<file path="config.mk">
export PLATFORM = sky130hd
export DESIGN_NAME = bridge_option_registers
export DESIGN_NICKNAME = d
export VERILOG_FILES = /design/src/shared/bridge_option_pkg.sv /design/src/design/attempt_limit_counter.sv /design/src/design/bridge_option_registers.sv
export SDC_FILE = /design/constraint.sdc
export NUM_CORES = 1
export LEC_CHECK = 0
export BUFFER_PORTS_ARGS = -buffer_cell sky130_fd_sc_hd__buf_4
export CORE_UTILIZATION = 27
export DETAILED_ROUTE_END_ITERATION = 16
export PLACE_DENSITY = 0.5
export SLEW_MARGIN = 20
export SYNTH_ARGS = -nofsm -noshare
export SYNTH_HDL_FRONTEND = slang
export SYNTH_SLANG_ARGS = --single-unit
</file>
<file path="constraint.sdc">
create_clock -name clk_sys_in -period 2.2 [get_ports clk_sys_in]
set_input_delay 0.33 -clock clk_sys_in [delete_from_list [all_inputs] [get_ports clk_sys_in]]
set_output_delay 0.33 -clock clk_sys_in [all_outputs]
set_load 0.01 [all_outputs]
</file>
<file path="src/shared/bridge_option_pkg.sv">
// ============================================================
// Bridge option register package
// ============================================================
// Purpose: Offsets, fields, reset values and carriers of the
//          bridge option register bank.
// Assumes: Configuration offsets are byte addresses of dwords.
// Notes:   Field positions are bit numbers in the 32-bit dword.
package bridge_option_pkg;

  // ==========================================================
  // Register offsets
  // ==========================================================
  localparam logic [7:0] OFS_ARB_PRIORITY = 8'h44;
  localparam logic [7:0] OFS_MEM_READ     = 8'h48;
  localparam logic [7:0] OFS_PREEMPT      = 8'h4c;
  localparam logic [7:0] OFS_EVENT_MASK   = 8'h64;
  localparam logic [7:0] OFS_ERR_STATUS   = 8'h68;

  // ==========================================================
  // Field positions and widths
  // ==========================================================
  localparam int ARB_GROUP_LSB  = 16;
  localparam int ARB_GROUP_W    = 4;
  localparam int ARB_SEC_BIT    = 25;
  localparam int MRD_DOWN_LSB   = 6;
  localparam int MRD_UP_LSB     = 4;
  localparam int MRD_FLUSH_BIT  = 0;
  localparam int PRE_CODE_LSB   = 28;
  localparam int PRE_CODE_W     = 4;
  localparam int MASK_LSB       = 1;
  localparam int STATUS_LSB     = 17;
  localparam int EVT_W          = 6;

  // Byte lanes owned by each register
  localparam int LANE_ARB_LO    = 2;
  localparam int LANE_ARB_HI    = 3;
  localparam int LANE_MRD       = 0;
  localparam int LANE_PRE       = 3;
  localparam int LANE_MASK      = 0;
  localparam int LANE_STATUS    = 2;

  // ==========================================================
  // Reset values
  // ==========================================================
  localparam logic [3:0] ARB_GROUP_RST = 4'h0;
  localparam logic       ARB_SEC_RST   = 1'b1;
  localparam logic [1:0] PREFETCH_RST  = 2'h0;
  localparam logic       FLUSH_RST     = 1'b0;
  localparam logic [3:0] PRE_CODE_RST  = 4'h0;
  localparam logic [5:0] MASK_RST      = 6'h00;
  localparam logic [5:0] STATUS_RST    = 6'h00;

  // ==========================================================
  // Prefetch and preemption figures
  // ==========================================================
  localparam logic [6:0] PREFETCH_STEP_DW = 7'h10;   // 16 dwords a step
  localparam logic [6:0] PRE_CYC_3        = 7'h03;
  localparam logic [6:0] PRE_CYC_4        = 7'h04;
  localparam logic [6:0] PRE_CYC_8        = 7'h08;
  localparam logic [6:0] PRE_CYC_16       = 7'h10;
  localparam logic [6:0] PRE_CYC_32       = 7'h20;
  localparam logic [6:0] PRE_CYC_64       = 7'h40;
  localparam int         PRE_OFF_BIT      = 3;       // Top bit of code
  localparam int unsigned ATTEMPT_LIMIT_DEF = 32'h0100_0000; // 2^24

  // Event vector indices, bit n of mask is index n-1
  localparam int EV_PW_PARITY   = 0;
  localparam int EV_PW_NODELIV  = 1;
  localparam int EV_PW_TABORT   = 2;
  localparam int EV_PW_MABORT   = 3;
  localparam int EV_DW_NODELIV  = 4;
  localparam int EV_DR_NODATA   = 5;

  // ==========================================================
  // Carriers
  // ==========================================================
  typedef struct packed {
    logic        wr;       // Configuration write strobe
    logic        rd;       // Configuration read strobe
    logic [7:0]  addr;     // Dword-aligned byte offset
    logic [3:0]  be_b;     // Byte enables, active low
    logic [31:0] wdata;
  } cfg_req_t;

  typedef struct packed {
    logic pw_parity;       // Parity error delivering posted write
    logic pw_target_abort;
    logic pw_master_abort;
    logic pw_fail;         // Posted write attempt retried
    logic pw_ok;           // Posted write delivered
    logic dw_fail;         // Delayed write attempt retried
    logic dw_ok;
    logic dr_fail;         // Delayed read attempt returned no data
    logic dr_ok;
  } bridge_events_t;

  typedef enum logic [2:0] {
    PRE_IDLE    = 3'b001,
    PRE_COUNT   = 3'b010,
    PRE_ALLOWED = 3'b100
  } preempt_state_t;

endpackage

</file>
<file path="src/design/attempt_limit_counter.sv">
// ============================================================
// Attempt limit counter
// ============================================================
// Purpose: Counts failed delivery attempts, gives up at a limit.
// Assumes: Fail and success pulses come from the same clock.
// Notes:   Give-up is a one-cycle registered pulse.
`timescale 1ns/10ps
module attempt_limit_counter
  import bridge_option_pkg::*;
#(
  parameter int unsigned LIMIT = ATTEMPT_LIMIT_DEF,
  parameter int          CNT_W = $clog2(LIMIT) + 1
) (
  // Clock and reset
  input  wire logic clk_sys_in,
  input  wire logic rst_b_in,
  // Attempt results
  input  wire logic fail_in,
  input  wire logic ok_in,
  // Give up
  output logic      give_up_out
);

  // ==========================================================
  // Elaboration check
  // ==========================================================
  if (LIMIT < 2) begin : g_bad_limit
    $error("attempt limit must be at least two");
  end

  localparam logic [CNT_W-1:0] LAST = CNT_W'(LIMIT - 1);

  logic [CNT_W-1:0] count;
  logic [CNT_W-1:0] next_count;
  logic             next_give_up;

  // Next count, success or give-up restarts it
  always_comb begin
    next_count   = count;
    next_give_up = 1'b0;
    if (ok_in) begin
      next_count = '0;
    end else if (fail_in) begin
      if (count == LAST) begin
        next_count   = '0;
        next_give_up = 1'b1;
      end else begin
        next_count = count + CNT_W'(1);
      end
    end
  end

  // Register state
  always_ff @(posedge clk_sys_in or negedge rst_b_in) begin
    if (!rst_b_in) begin
      count       <= '0;
      give_up_out <= 1'b0;
    end else begin
      count       <= next_count;
      give_up_out <= next_give_up;
    end
  end

endmodule

</file>
<file path="src/design/bridge_option_registers.sv">
// ============================================================
// Bridge option registers
// ============================================================
// Purpose: Device-specific option registers of a PCI bridge and
//          the system error gating they steer.
// Assumes: Configuration strobes and events are on the PCI clock.
// Notes:   Read data is registered one cycle after the read.
//
// What this block does
// - Four group bits place secondary requesters by priority.
// - Own secondary interface priority bit, resets high.
// - Downstream prefetch cap 16, 32, 48, 64 dwords.
// - Upstream prefetch cap, same codes, resets 16.
// - Flush set: posted write discards read completions.
// - Flush clear: keep completions, normal ordering.
// - Preemption delay code; top bit disables preemption.
// - Codes 0-2 give 3 cycles, 3 gives 4.
// - Codes 4-7 give 8, 16, 32, 64 cycles.
// - Mask bit blocks error output; else needs enable.
// - Mask for posted write parity error.
// - Posted write undeliverable after limit; own mask.
// - Mask for target abort on posted write.
// - Mask for master abort on posted write.
// - Delayed write abandoned after limit; own mask.
// - Delayed read abandoned after limit; own mask.
// - Reserved bits read zero, ignore writes.
// - Error assertion records cause; write one clears.
`timescale 1ns/10ps
module bridge_option_registers
  import bridge_option_pkg::*;
#(
  parameter int unsigned ATTEMPT_LIMIT = ATTEMPT_LIMIT_DEF
) (
  // Clock and reset
  input  wire logic           clk_sys_in,
  input  wire logic           rst_b_in,
  // Configuration access
  input  wire cfg_req_t       cfg_req_in,
  output logic [31:0]         cfg_rdata_out,
  // Bridge events and command register enable
  input  wire bridge_events_t events_in,
  input  wire logic           serr_enable_in,
  input  wire logic           posted_write_rx_in,
  input  wire logic           frame_active_in,
  // Arbiter controls
  output logic [3:0]          arb_high_group_out,
  output logic                arb_secondary_high_out,
  output logic                preempt_allowed_out,
  // Prefetch and flush controls
  output logic [6:0]          down_prefetch_dw_out,
  output logic [6:0]          up_prefetch_dw_out,
  output logic                flush_completions_out,
  output logic                keep_ordering_out,
  // Give-up pulses and system error
  output logic [2:0]          discard_out,
  output logic                primary_system_error_out
);

  // ==========================================================
  // Register state
  // ==========================================================
  logic [3:0]  arb_group, next_arb_group;
  logic        arb_sec, next_arb_sec;
  logic [1:0]  pf_down, next_pf_down;
  logic [1:0]  pf_up, next_pf_up;
  logic        flush, next_flush;
  logic [3:0]  pre_code, next_pre_code;
  logic [5:0]  event_mask, next_event_mask;
  logic [5:0]  err_status, next_err_status;
  logic [31:0] next_rdata;
  logic [3:0]  lane_we;
  logic        hit_arb, hit_mrd, hit_pre, hit_mask, hit_stat;

  // Address decode on dword offset
  always_comb begin
    hit_arb  = cfg_req_in.addr[7:2] == OFS_ARB_PRIORITY[7:2];
    hit_mrd  = cfg_req_in.addr[7:2] == OFS_MEM_READ[7:2];
    hit_pre  = cfg_req_in.addr[7:2] == OFS_PREEMPT[7:2];
    hit_mask = cfg_req_in.addr[7:2] == OFS_EVENT_MASK[7:2];
    hit_stat = cfg_req_in.addr[7:2] == OFS_ERR_STATUS[7:2];
  end

  // Per-lane write enables from active-low byte enables
  genvar gl;
  generate
    for (gl = 0; gl < 4; gl++) begin : g_lane
      assign lane_we[gl] = cfg_req_in.wr & ~cfg_req_in.be_b[gl];
    end
  endgenerate

  // ==========================================================
  // Give-up counters for posted and delayed transactions
  // ==========================================================
  logic [2:0] try_fail;
  logic [2:0] try_ok;
  logic [2:0] give_up;

  assign try_fail = {events_in.dr_fail, events_in.dw_fail,
                     events_in.pw_fail};
  assign try_ok   = {events_in.dr_ok, events_in.dw_ok, events_in.pw_ok};

  genvar gc;
  generate
    for (gc = 0; gc < 3; gc++) begin : g_limit
      attempt_limit_counter #(
        .LIMIT (ATTEMPT_LIMIT)
      ) u_limit (
        .clk_sys_in  (clk_sys_in),
        .rst_b_in    (rst_b_in),
        .fail_in     (try_fail[gc]),
        .ok_in       (try_ok[gc]),
        .give_up_out (give_up[gc])
      );
    end
  endgenerate

  // ==========================================================
  // System error gating
  // ==========================================================
  logic [5:0] raw_event;
  logic [5:0] serr_cause;
  logic       next_serr;

  // Events arranged as mask bits 1 to 6
  always_comb begin
    raw_event                = '0;
    raw_event[EV_PW_PARITY]  = events_in.pw_parity;
    raw_event[EV_PW_NODELIV] = give_up[0];
    raw_event[EV_PW_TABORT]  = events_in.pw_target_abort;
    raw_event[EV_PW_MABORT]  = events_in.pw_master_abort;
    raw_event[EV_DW_NODELIV] = give_up[1];
    raw_event[EV_DR_NODATA]  = give_up[2];
    serr_cause = serr_enable_in ? (raw_event & ~event_mask) : '0;
    next_serr  = |serr_cause;
  end

  // ==========================================================
  // Register writes
  // ==========================================================
  always_comb begin
    next_arb_group  = arb_group;
    next_arb_sec    = arb_sec;
    next_pf_down    = pf_down;
    next_pf_up      = pf_up;
    next_flush      = flush;
    next_pre_code   = pre_code;
    next_event_mask = event_mask;
    next_err_status = err_status;
    if (hit_arb && lane_we[LANE_ARB_LO]) begin
      next_arb_group = cfg_req_in.wdata[ARB_GROUP_LSB +: ARB_GROUP_W];
    end
    if (hit_arb && lane_we[LANE_ARB_HI]) begin
      next_arb_sec = cfg_req_in.wdata[ARB_SEC_BIT];
    end
    if (hit_mrd && lane_we[LANE_MRD]) begin
      next_pf_down = cfg_req_in.wdata[MRD_DOWN_LSB +: 2];
      next_pf_up   = cfg_req_in.wdata[MRD_UP_LSB +: 2];
      next_flush   = cfg_req_in.wdata[MRD_FLUSH_BIT];
    end
    if (hit_pre && lane_we[LANE_PRE]) begin
      next_pre_code = cfg_req_in.wdata[PRE_CODE_LSB +: PRE_CODE_W];
    end
    if (hit_mask && lane_we[LANE_MASK]) begin
      next_event_mask = cfg_req_in.wdata[MASK_LSB +: EVT_W];
    end
    // Write one clears, a new cause in the same cycle wins
    if (hit_stat && lane_we[LANE_STATUS]) begin
      next_err_status = err_status &
                        ~cfg_req_in.wdata[STATUS_LSB +: EVT_W];
    end
    next_err_status = next_err_status | serr_cause;
  end

  // Read mux, unlisted bits stay zero
  always_comb begin
    next_rdata = cfg_rdata_out;
    if (cfg_req_in.rd) begin
      next_rdata = '0;
      if (hit_arb) begin
        next_rdata[ARB_GROUP_LSB +: ARB_GROUP_W] = arb_group;
        next_rdata[ARB_SEC_BIT]                  = arb_sec;
      end else if (hit_mrd) begin
        next_rdata[MRD_DOWN_LSB +: 2] = pf_down;
        next_rdata[MRD_UP_LSB +: 2]   = pf_up;
        next_rdata[MRD_FLUSH_BIT]     = flush;
      end else if (hit_pre) begin
        next_rdata[PRE_CODE_LSB +: PRE_CODE_W] = pre_code;
      end else if (hit_mask) begin
        next_rdata[MASK_LSB +: EVT_W] = event_mask;
      end else if (hit_stat) begin
        next_rdata[STATUS_LSB +: EVT_W] = err_status;
      end
    end
  end

  // Register bank flip-flops
  always_ff @(posedge clk_sys_in or negedge rst_b_in) begin
    if (!rst_b_in) begin
      arb_group     <= ARB_GROUP_RST;
      arb_sec       <= ARB_SEC_RST;
      pf_down       <= PREFETCH_RST;
      pf_up         <= PREFETCH_RST;
      flush         <= FLUSH_RST;
      pre_code      <= PRE_CODE_RST;
      event_mask    <= MASK_RST;
      err_status    <= STATUS_RST;
      cfg_rdata_out <= '0;
    end else begin
      arb_group     <= next_arb_group;
      arb_sec       <= next_arb_sec;
      pf_down       <= next_pf_down;
      pf_up         <= next_pf_up;
      flush         <= next_flush;
      pre_code      <= next_pre_code;
      event_mask    <= next_event_mask;
      err_status    <= next_err_status;
      cfg_rdata_out <= next_rdata;
    end
  end

  // ==========================================================
  // Preemption timer
  // ==========================================================
  preempt_state_t pre_state, next_pre_state;
  logic [6:0]     pre_count, next_pre_count;
  logic [6:0]     pre_limit;
  logic           pre_off;

  // Decode delay code to cycles
  always_comb begin
    pre_off = pre_code[PRE_OFF_BIT];
    case (pre_code[2:0])
      3'h3:    pre_limit = PRE_CYC_4;
      3'h4:    pre_limit = PRE_CYC_8;
      3'h5:    pre_limit = PRE_CYC_16;
      3'h6:    pre_limit = PRE_CYC_32;
      3'h7:    pre_limit = PRE_CYC_64;
      default: pre_limit = PRE_CYC_3;
    endcase
  end

  // Count cycles since frame assertion
  always_comb begin
    next_pre_state = pre_state;
    next_pre_count = pre_count;
    case (pre_state)
      PRE_IDLE: begin
        next_pre_count = '0;
        if (frame_active_in) begin
          next_pre_state = PRE_COUNT;
          next_pre_count = 7'h01;
        end
      end
      PRE_COUNT: begin
        if (!frame_active_in) begin
          next_pre_state = PRE_IDLE;
        end else if (pre_count >= pre_limit - 7'h01) begin
          next_pre_state = PRE_ALLOWED;
        end else begin
          next_pre_count = pre_count + 7'h01;
        end
      end
      PRE_ALLOWED: begin
        if (!frame_active_in) begin
          next_pre_state = PRE_IDLE;
        end
      end
      default: next_pre_state = PRE_IDLE;
    endcase
  end

  always_ff @(posedge clk_sys_in or negedge rst_b_in) begin
    if (!rst_b_in) begin
      pre_state <= PRE_IDLE;
      pre_count <= '0;
    end else begin
      pre_state <= next_pre_state;
      pre_count <= next_pre_count;
    end
  end

  // ==========================================================
  // Registered control outputs
  // ==========================================================
  always_ff @(posedge clk_sys_in or negedge rst_b_in) begin
    if (!rst_b_in) begin
      arb_high_group_out       <= ARB_GROUP_RST;
      arb_secondary_high_out   <= ARB_SEC_RST;
      preempt_allowed_out      <= 1'b0;
      down_prefetch_dw_out     <= PREFETCH_STEP_DW;
      up_prefetch_dw_out       <= PREFETCH_STEP_DW;
      flush_completions_out    <= 1'b0;
      keep_ordering_out        <= 1'b1;
      discard_out              <= '0;
      primary_system_error_out <= 1'b0;
    end else begin
      arb_high_group_out       <= arb_group;
      arb_secondary_high_out   <= arb_sec;
      preempt_allowed_out      <= !pre_off &&
                                  next_pre_state == PRE_ALLOWED;
      down_prefetch_dw_out     <= PREFETCH_STEP_DW *
                                  (7'(pf_down) + 7'h01);
      up_prefetch_dw_out       <= PREFETCH_STEP_DW *
                                  (7'(pf_up) + 7'h01);
      flush_completions_out    <= flush & posted_write_rx_in;
      keep_ordering_out        <= ~flush;
      discard_out              <= give_up;
      primary_system_error_out <= next_serr;
    end
  end

endmodule

</file>
; ---- Word-level counts from Yosys, hierarchy flattened
; Cells that the tools add are included.
[op_classes]
addsub = 7
magnitude_cmp = 1
eq_ne = 19
mux = 48
bitwise_logic = 13
n_reduce_logical = 14
[op_table]
columns = operator, n
row1 = 25-bit 2-to-1 mux, 9
row2 = 25-bit by 1-bit adder with 25-bit output (second input constant), 3
row3 = 25-bit by 24-bit equality test with 1-bit output (second input constant), 3
row4 = 6-bit 2-to-1 mux, 8
row5 = 7-bit one-hot mux with 5 select lines, 1
row6 = 6-bit by 5-bit equality test with 1-bit output (second input constant), 5
row7 = 3-bit 2-to-1 mux, 8
row8 = 3-bit equality test (second input constant), 6
row9 = 1-bit 2-to-1 mux, 14
row10 = 7-bit 2-to-1 mux, 2
row11 = 7-bit one-hot mux with 2 select lines, 1
row12 = 6-bit AND, 2
row13 = 4-bit 2-to-1 mux, 3
row14 = 6-bit NOT, 2
row15 = 3-bit one-hot mux with 3 select lines, 1
row16 = 8-bit 2-to-1 mux, 1
row17 = 2-bit nonzero test, 4
row18 = 7-bit by 1-bit adder with 7-bit output (second input constant), 1
row19 = 7-bit >= comparator, 1
row20 = 1-bit logical AND, 7
row21 = 7-bit by 1-bit subtractor with 7-bit output (second input constant), 1
row22 = 2-bit by 1-bit adder with 3-bit output (second input constant), 2
row23 = 3-bit by 2-bit equality test with 1-bit output (second input constant), 2
row24 = 6-bit bitwise OR, 1
row25 = other kinds (7), 14
[totals]
regBits = 152
input_bits = 60
output_inout_bits = 58
word_cells = 128

; ---- Longest topological paths before layout
; Gate-level depths: netlist of run 1.
[logic_depth]
ltp_word = 9
mapped_depth = 8
depth_no_buf = 8

; ---- Modules after synthesis
; A second synthesis of run 1 with hierarchy kept.
[hier_totals]
cells_unflattened = 734
area_unflattened_um2 = 7637.3
[modules_own_cells]
columns = mod, instances, cells_each, area_each_um2, seq_area_each_um2
row1 = attempt_limit_counter, 3, 145, 1438.9, 650.6
row2 = bridge_option_registers, 1, 299, 3320.7, 1859.3

; ---- Worst setup path before layout of run 1
; No wires, ideal clock.
[synth_path]
kind = flip-flop to flip-flop
startpoint = reg pre_code[2]
endpoint = reg pre_count[5]
setup_ns = 0.124
arrival_time_ns = 1.910
required_time_ns = 2.076
path_slack_ns = 0.166
stages_incl_launch_ff = 9
path_buffers = 0
period_less_slack_ns = 2.034
cell_sequence = dfrtp_1 > inv_1 > nand2_1 > ha_1 > nand2b_1 > a31oi_1 > o21ai_1 > o311a_1 > a211o_1
[synth_between]
elab_chain_len = 6
word_cells_on_any_way = 10
classes_between = add/sub (1) / order compare (1) / eq/ne (6) / mux (1) / reduce/logical (1)
[synth_rtl]
columns = element, line
row1 = from (decl), bridge_option_registers.sv:67  ; logic [3:0] pre_code, next_pre_code;
row2 = from (signal assigned), bridge_option_registers.sv:214  ; pre_code <= next_pre_code;
row3 = 3-bit equality test or 3-bit by 2-bit equality test with 1-bit output (tied branches), bridge_option_registers.sv:232  ; case (pre_code[2:0])
row4 = 7-bit one-hot mux with 5 select lines *, bridge_option_registers.sv:232
row5 = 7-bit by 1-bit subtractor with 7-bit output *, bridge_option_registers.sv:257  ; end else if (pre_count >= pre_limit - 7'h01) begin
row6 = 7-bit >= comparator *, bridge_option_registers.sv:257
row7 = 2-bit inequality test (no source line) *, --
row8 = 3-bit AND reduction (no source line) *, --
row9 = to (signal assigned), bridge_option_registers.sv:278  ; pre_count <= next_pre_count;
row10 = to (decl), bridge_option_registers.sv:225  ; logic [6:0] pre_count, next_pre_count;
; Mark *: on every way between the ends. The rest lies on a longest branch, timed or not.
; A chain may end at the register's enable or synchronous reset.

; ---- Final worst setup path of run 1
[layout_path]
startpoint = reg pre_code[1]
endpoint = reg pre_count[6]
; Same word-level chain as after synthesis.

==> run metrics, run 1 <==
run status finished clean; pre-CTS setup slack 20.0 ps; NumNets Final 911; TritonCTS Buffers 17; commonest cells after routing, fill and taps aside dfrtp_1, buf_4, nor2_1; Power Total 6.50 mW; maxcap violations 0; GP Congestion 0.775; CTS tree done; Total Wirelength 17.3 mm; Rows 60; Root Driver clkbuf_16; placed cell count 1,156; Crit path arrival time 2470 ps; mapped cell area 7440 um^2; vias in the first global route 5,336; fmax 0.475 GHz; power density cells 700 nW/um^2; #FFs+latches synth 152; crit start category register; r2r worst-path depth 8; Hold Path Origin posted_write_rx_in; first-pass GRT wire length 28.4 mm; Core ar. 27,000 um^2; average size of a mapped cell 10.2 um^2; H-tree levels 4; Overflow after GRT 0; leak pwr 4.21 nW; setup ws final 93.1 ps; initial antenna violation count 0; clock skew 7.46 ps; R2R Setup Slk 90 ps; total global-route track usage 12.8%; DRT Pass-1 Iters 4; Post-synth EDFFs 0; Crit Path Category reg -> reg; Clk pin slew, worst setup/hold paths 60 ps; sequential share of the synthesized area 51.2%; n_diodes 0; area grow syn2layout 24.9%; Worst EP required 2560 ps; async set or reset register ratio after synthesis 100%; commonest non-fill, non-tap cell in the layout dfrtp_1; share of cells above drive strength 1 24.2%; clk sink count 152; Peak VDD IR 479 uV; CP max FO 6; wire per inst 14.5 um; Max Transition Viols Final 0; Slew HR 60.0%; final hold violation count 0; YS warnings 0; starting density of the core 27.5%; top-level port count 118; Synth Flop Type dfrtp_1; final setup vio count 0; Synth Instances 728; routed via count 5,530; Die Area 28,200 um^2; Worst Tran Pin Value 595 ps; IO Port Bufs 82; Tmin final 2110 ps; Critical Path Sink Type register; drt drc 0; Detail Placement HPWL 12.5 mm; capturing point of the worst reg2reg path pre_count[6]; WHS Path Cells 2; Min Hold Slack 128 ps; largest net degree at the start of global routing 51; Tcrit/Tclk final 95.8%; final core utilization 34.4%; DIE HEIGHT 168 um; clk buf depth 2; Netlist cell types 65; via-per-instance ratio 4.64; reg2reg start pre_code[1]; DR iter-0 viols 299; die width 168 um; antenna-violating nets left 0; clk_lat worst skew 420 ps; Hold Path End flush_completions_out; Final Non-Filler Cells 1,193; Hold Crit Class in -> reg
synthesized netlist by cell type, types with 9 or more instances:
cell type	number	area, um^2
nand2b_1	10	62.6
nor3_1	9	45.0
clkbuf_1	18	67.6
xnor2_1	12	105
a31oi_1	9	56.3
o21ai_0	20	100
dfrtp_1	146	3650
nor2_1	84	315
mux2_2	22	248
a21oi_1	15	75.1
inv_1	33	124
buf_4	20	150
nand2_1	63	236
nand3_1	43	215
xor2_1	38	333
nand4_1	34	213
ha_1	12	150
state kept, by name, indices dropped and copies added (netlist names):
register,flops
arb_group,4
arb_high_group_out,4
arb_sec,1
arb_secondary_high_out,1
cfg_rdata_out,20
discard_out,3
down_prefetch_dw_out,3
err_status,6
event_mask,6
flush,1
flush_completions_out,1
g_limit.u_limit.count,75
g_limit.u_limit.give_up_out,3
keep_ordering_out,1
pf_down,2
pf_up,2
pre_code,4
pre_count,7
pre_state,3
preempt_allowed_out,1
primary_system_error_out,1
up_prefetch_dw_out,3
stage by stage:
stage	TNS, ps	cell area, um^2
after global placement	0	8560
after CTS	-2.48	9190
after detailed placement	0	8560
after global routing	-19.9	9290
final	0	9290
after floorplan	0	7510
worst max-delay path, cell delays in order, from the launching register on:
cell and delay, ps:
dfrtp_2 430, nand2_1 80, nand2_1 60, ha_1 260
nand2b_1 170, a31oi_4 210, o211ai_1 210, or4_1 570
nand3_2 70
worst max path at each step:
stage	from	to	slack, ps	cells after the start
global route	pre_code[1]	pre_count[6]	-20	8
finish	pre_code[1]	pre_count[6]	90	8
floorplan	pre_code[2]	pre_count[5]	170	8
detailed placement	pre_code[1]	pre_count[5]	20	8
global placement	pre_code[1]	pre_count[5]	40	8
CTS	pre_code[1]	pre_count[5]	-2	8
kinds of logic after synthesis:
family / Yosys count / synth area share (%)
and+or+nand+nor: 307 / 21.9
DFF: 152 / 51.2
AOI/OAI and AO/OA: 106 / 10.6
buffers and inverters: 77 / 5.04
xor gates and xnor gates: 50 / 5.88
muxes: 22 / 3.33
adders and majority gates: 12 / 2.02
other: 2 / 0.101
what timing repair did:
action / in CTS / in global routing
cloned: 0 / 0
endpoints found under the setup margin: 1 / 18
resized for setup: 0 / 12
hold buffers: 1 / 0
pin swaps: 0 / 7
hold endpoints to repair: 43 / 0
buffers inserted: 0 / 4
cell type report:
class | count | area (um^2)
fillers | 2779 | 17700
flip-flops and latches | 152 | 3810
multi-input cells | 518 | 3390
repair buffers | 117 | 926
clock buffers | 21 | 470
well taps | 341 | 427
clock inverters | 11 | 146
inverters | 33 | 124
routing by layer:
metal | GRT usage [%] | share of wire (%)
met4 | 3.95 | 0.95
met5 | 0 | 0
met2 | 19.5 | 46
met1 | 18.2 | 51
met3 | 2.40 | 2.4
report_power, final:
part	internal [mW]	switching, mW	leakage, nW
Clock	1.87	1.17	0.287
Combinational	0.226	0.286	1.86
Sequential	2.88	0.0621	2.06
Total	4.98	1.52	4.21
(Power assumes the default switching activity.)
==> run 2, diff against run 1 <==
Settings changed: PLACE_DENSITY 0.5 to not set.
==> run 2 against run 1 <==
- flip-flop and latch count did not move
- largest cell class unchanged
- non-clock buffer count fell by 11
- largest power group unchanged
- die area did not move
==> run metrics, run 2 (synthesized netlist as in run 1, its figures left out) <==
Internal 4.89 mW (was 4.98 mW); total negative slack 0 ps (unchanged); Top reg by flops g_limit.u_limit.count (unchanged); Crit Path Category reg -> reg (unchanged); crit start category register (unchanged); Critical Path Sink Type register (unchanged); commonest cells after routing, fill and taps aside dfrtp_1, buf_4, nor2_1 (unchanged); n_diodes 0 (unchanged); Tcrit/Tclk final 93.2% (was 95.8%); largest net degree at the start of global routing 49 (was 51); run status finished clean (unchanged); area grow syn2layout 23.3% (was 24.9%); via-per-instance ratio 4.70 (was 4.64); fmax 0.488 GHz (was 0.475 GHz); maxcap violations 0 (unchanged); vias in the first global route 5,480 (was 5,336); share of cells above drive strength 1 22.7% (was 24.2%); DR iter-0 viols 243 (was 299); Peak VDD IR 468 uV (was 479 uV); die width 168 um (unchanged); final hold violation count 0 (unchanged); routed via count 5,552 (was 5,530); unrepaired setup endpoints after global routing no; post-CTS setup buffers 0 (unchanged); sw power 1.54 mW (was 1.52 mW); CP max FO 6 (unchanged); commonest non-fill, non-tap cell in the layout dfrtp_1 (unchanged); Core ar. 27,000 um^2 (unchanged); drt drc 0 (unchanged); Power Total 6.43 mW (was 6.50 mW); first-pass GRT wire length 28.6 mm (was 28.4 mm); total global-route track usage 12.8% (about the same); Largest regs g_limit.u_limit.count x75, cfg_rdata_out x20, pre_count x7 (unchanged); Comb pwr share 7.8% (was 7.9%); Hold Crit Class in -> reg (unchanged); clk buf depth 2 (unchanged); Rows 60 (unchanged); CTS tree done (unchanged); initial antenna violation count 1 (was 0); GP Congestion 0.780 (was 0.775); Net Sw Frac 24.0% (was 23.4%); DRT Pass-1 Iters 4 (unchanged); antenna-violating nets left 0 (unchanged); leak pwr 4.16 nW (was 4.21 nW); IO Port Bufs 82 (unchanged); clock power share 46.4% (was 46.9%); wire per inst 14.3 um (was 14.5 um); Detail Placement HPWL 12.2 mm (was 12.5 mm); Slew HR 59.2% (was 60.0%); Crit path arrival time 2360 ps (was 2470 ps); TritonCTS Buffers 17 (unchanged); Die Area 28,200 um^2 (unchanged); H-tree levels 4 (unchanged); Worst Tran Pin Value 606 ps (was 595 ps); power density cells 701 nW/um^2 (was 700 nW/um^2); top-level port count 118 (unchanged); Overflow after GRT 0 (unchanged); Max Transition Viols Final 0 (unchanged); DIE HEIGHT 168 um (unchanged); Clk pin slew, worst setup/hold paths 60 ps (about the same); Worst EP required 2510 ps (was 2560 ps); final setup vio count 0 (unchanged); Seq pwr share 45.8% (was 45.3%); Tmin final 2050 ps (was 2110 ps); clk_lat worst skew 420 ps (about the same); clock skew 6.31 ps (was 7.46 ps); Total Wirelength 16.9 mm (was 17.3 mm); starting density of the core 27.5% (unchanged); clk sink count 152 (unchanged); NumNets Final 900 (was 911); max FFs per register 75 (unchanged); Root Driver clkbuf_16 (unchanged)
run 2: path summary, 6_finish.rpt:
kind / cells after the start / from / end / slack, ps
max: 8 / pre_code[1] / pre_count[1] / 150
min in group asynchronous: 2 / rst_b_in / g_limit[2].u_limit.count[18] / 410
min reg2reg: 0 / arb_sec / arb_secondary_high_out / 370
min: 2 / posted_write_rx_in / flush_completions_out / 120
max in group asynchronous: 3 / rst_b_in / up_prefetch_dw_out[4] / 1120
max reg2reg: 8 / pre_code[1] / pre_count[1] / 150
run 2: per-stage QoR:
step | util, % | hold WS (ps) | cells | setup WS [ps] | area [um^2]
global route | 33.9 | 114 | 1182 | 4.99 | 9170
detailed placement | 31.6 | 295 | 1149 | 55.8 | 8530
CTS | 33.8 | 103 | 1182 | 46.4 | 9150
floorplan | - | 34.4 | 747 | 166 | 7510
finish | 33.9 | 121 | 1182 | 150 | 9170
global placement | 31.6 | 287 | 1149 | 60.8 | 8530
run 2: layer usage:
layer  GRT usage (%)  share of wire [%]  vias up  wire length (um)
li1                -                  -     2749                 -
met1            17.3                 49     2710              8210
met4            4.43                1.4        2               240
met2            20.5                 47       75              7940
met3            2.35                3.1       16               516
met5               0              0.053        -                 9
run 2: repair_timing:
action / CTS / global route
gates resized for setup: 0 / 5
setup endpoints to repair: 0 / 8
hold buffers: 1 / 0
hold endpoints to repair: 38 / 0
run 2: power groups by stage:
| stage | Clock (mW) | Sequential, mW | Combinational [mW] |
|---|---|---|---|
| 2_1_floorplan | 0 | 3.00 | 0.245 |
| 3_5_place_dp | 0 | 3.00 | 0.507 |
| 6_report | 2.98 | 2.95 | 0.501 |
| 3_3_place_gp | 0 | 2.99 | 0.502 |
| 5_1_grt | 3.18 | 2.96 | 0.567 |
| 4_1_cts | 3.09 | 2.95 | 0.510 |
run 2: layout make-up:
cell class              instances  area, um^2
well taps                     341         427
flip-flops and latches        152        3810
clock buffers                  17         425
inverters                      33         124
fillers                      2763       17900
repair buffers                106         852
multi-input cells             518        3360
clock inverters                15         179
run 2: critical path, stage by stage, from the launching register on:
cell      delay [ps]
dfrtp_1          380
buf_4            150
o21ai_0          180
ha_1             200
a21oi_2           70
o2111a_1         250
o21ai_2          120
mux2_2           370
a22o_1           220
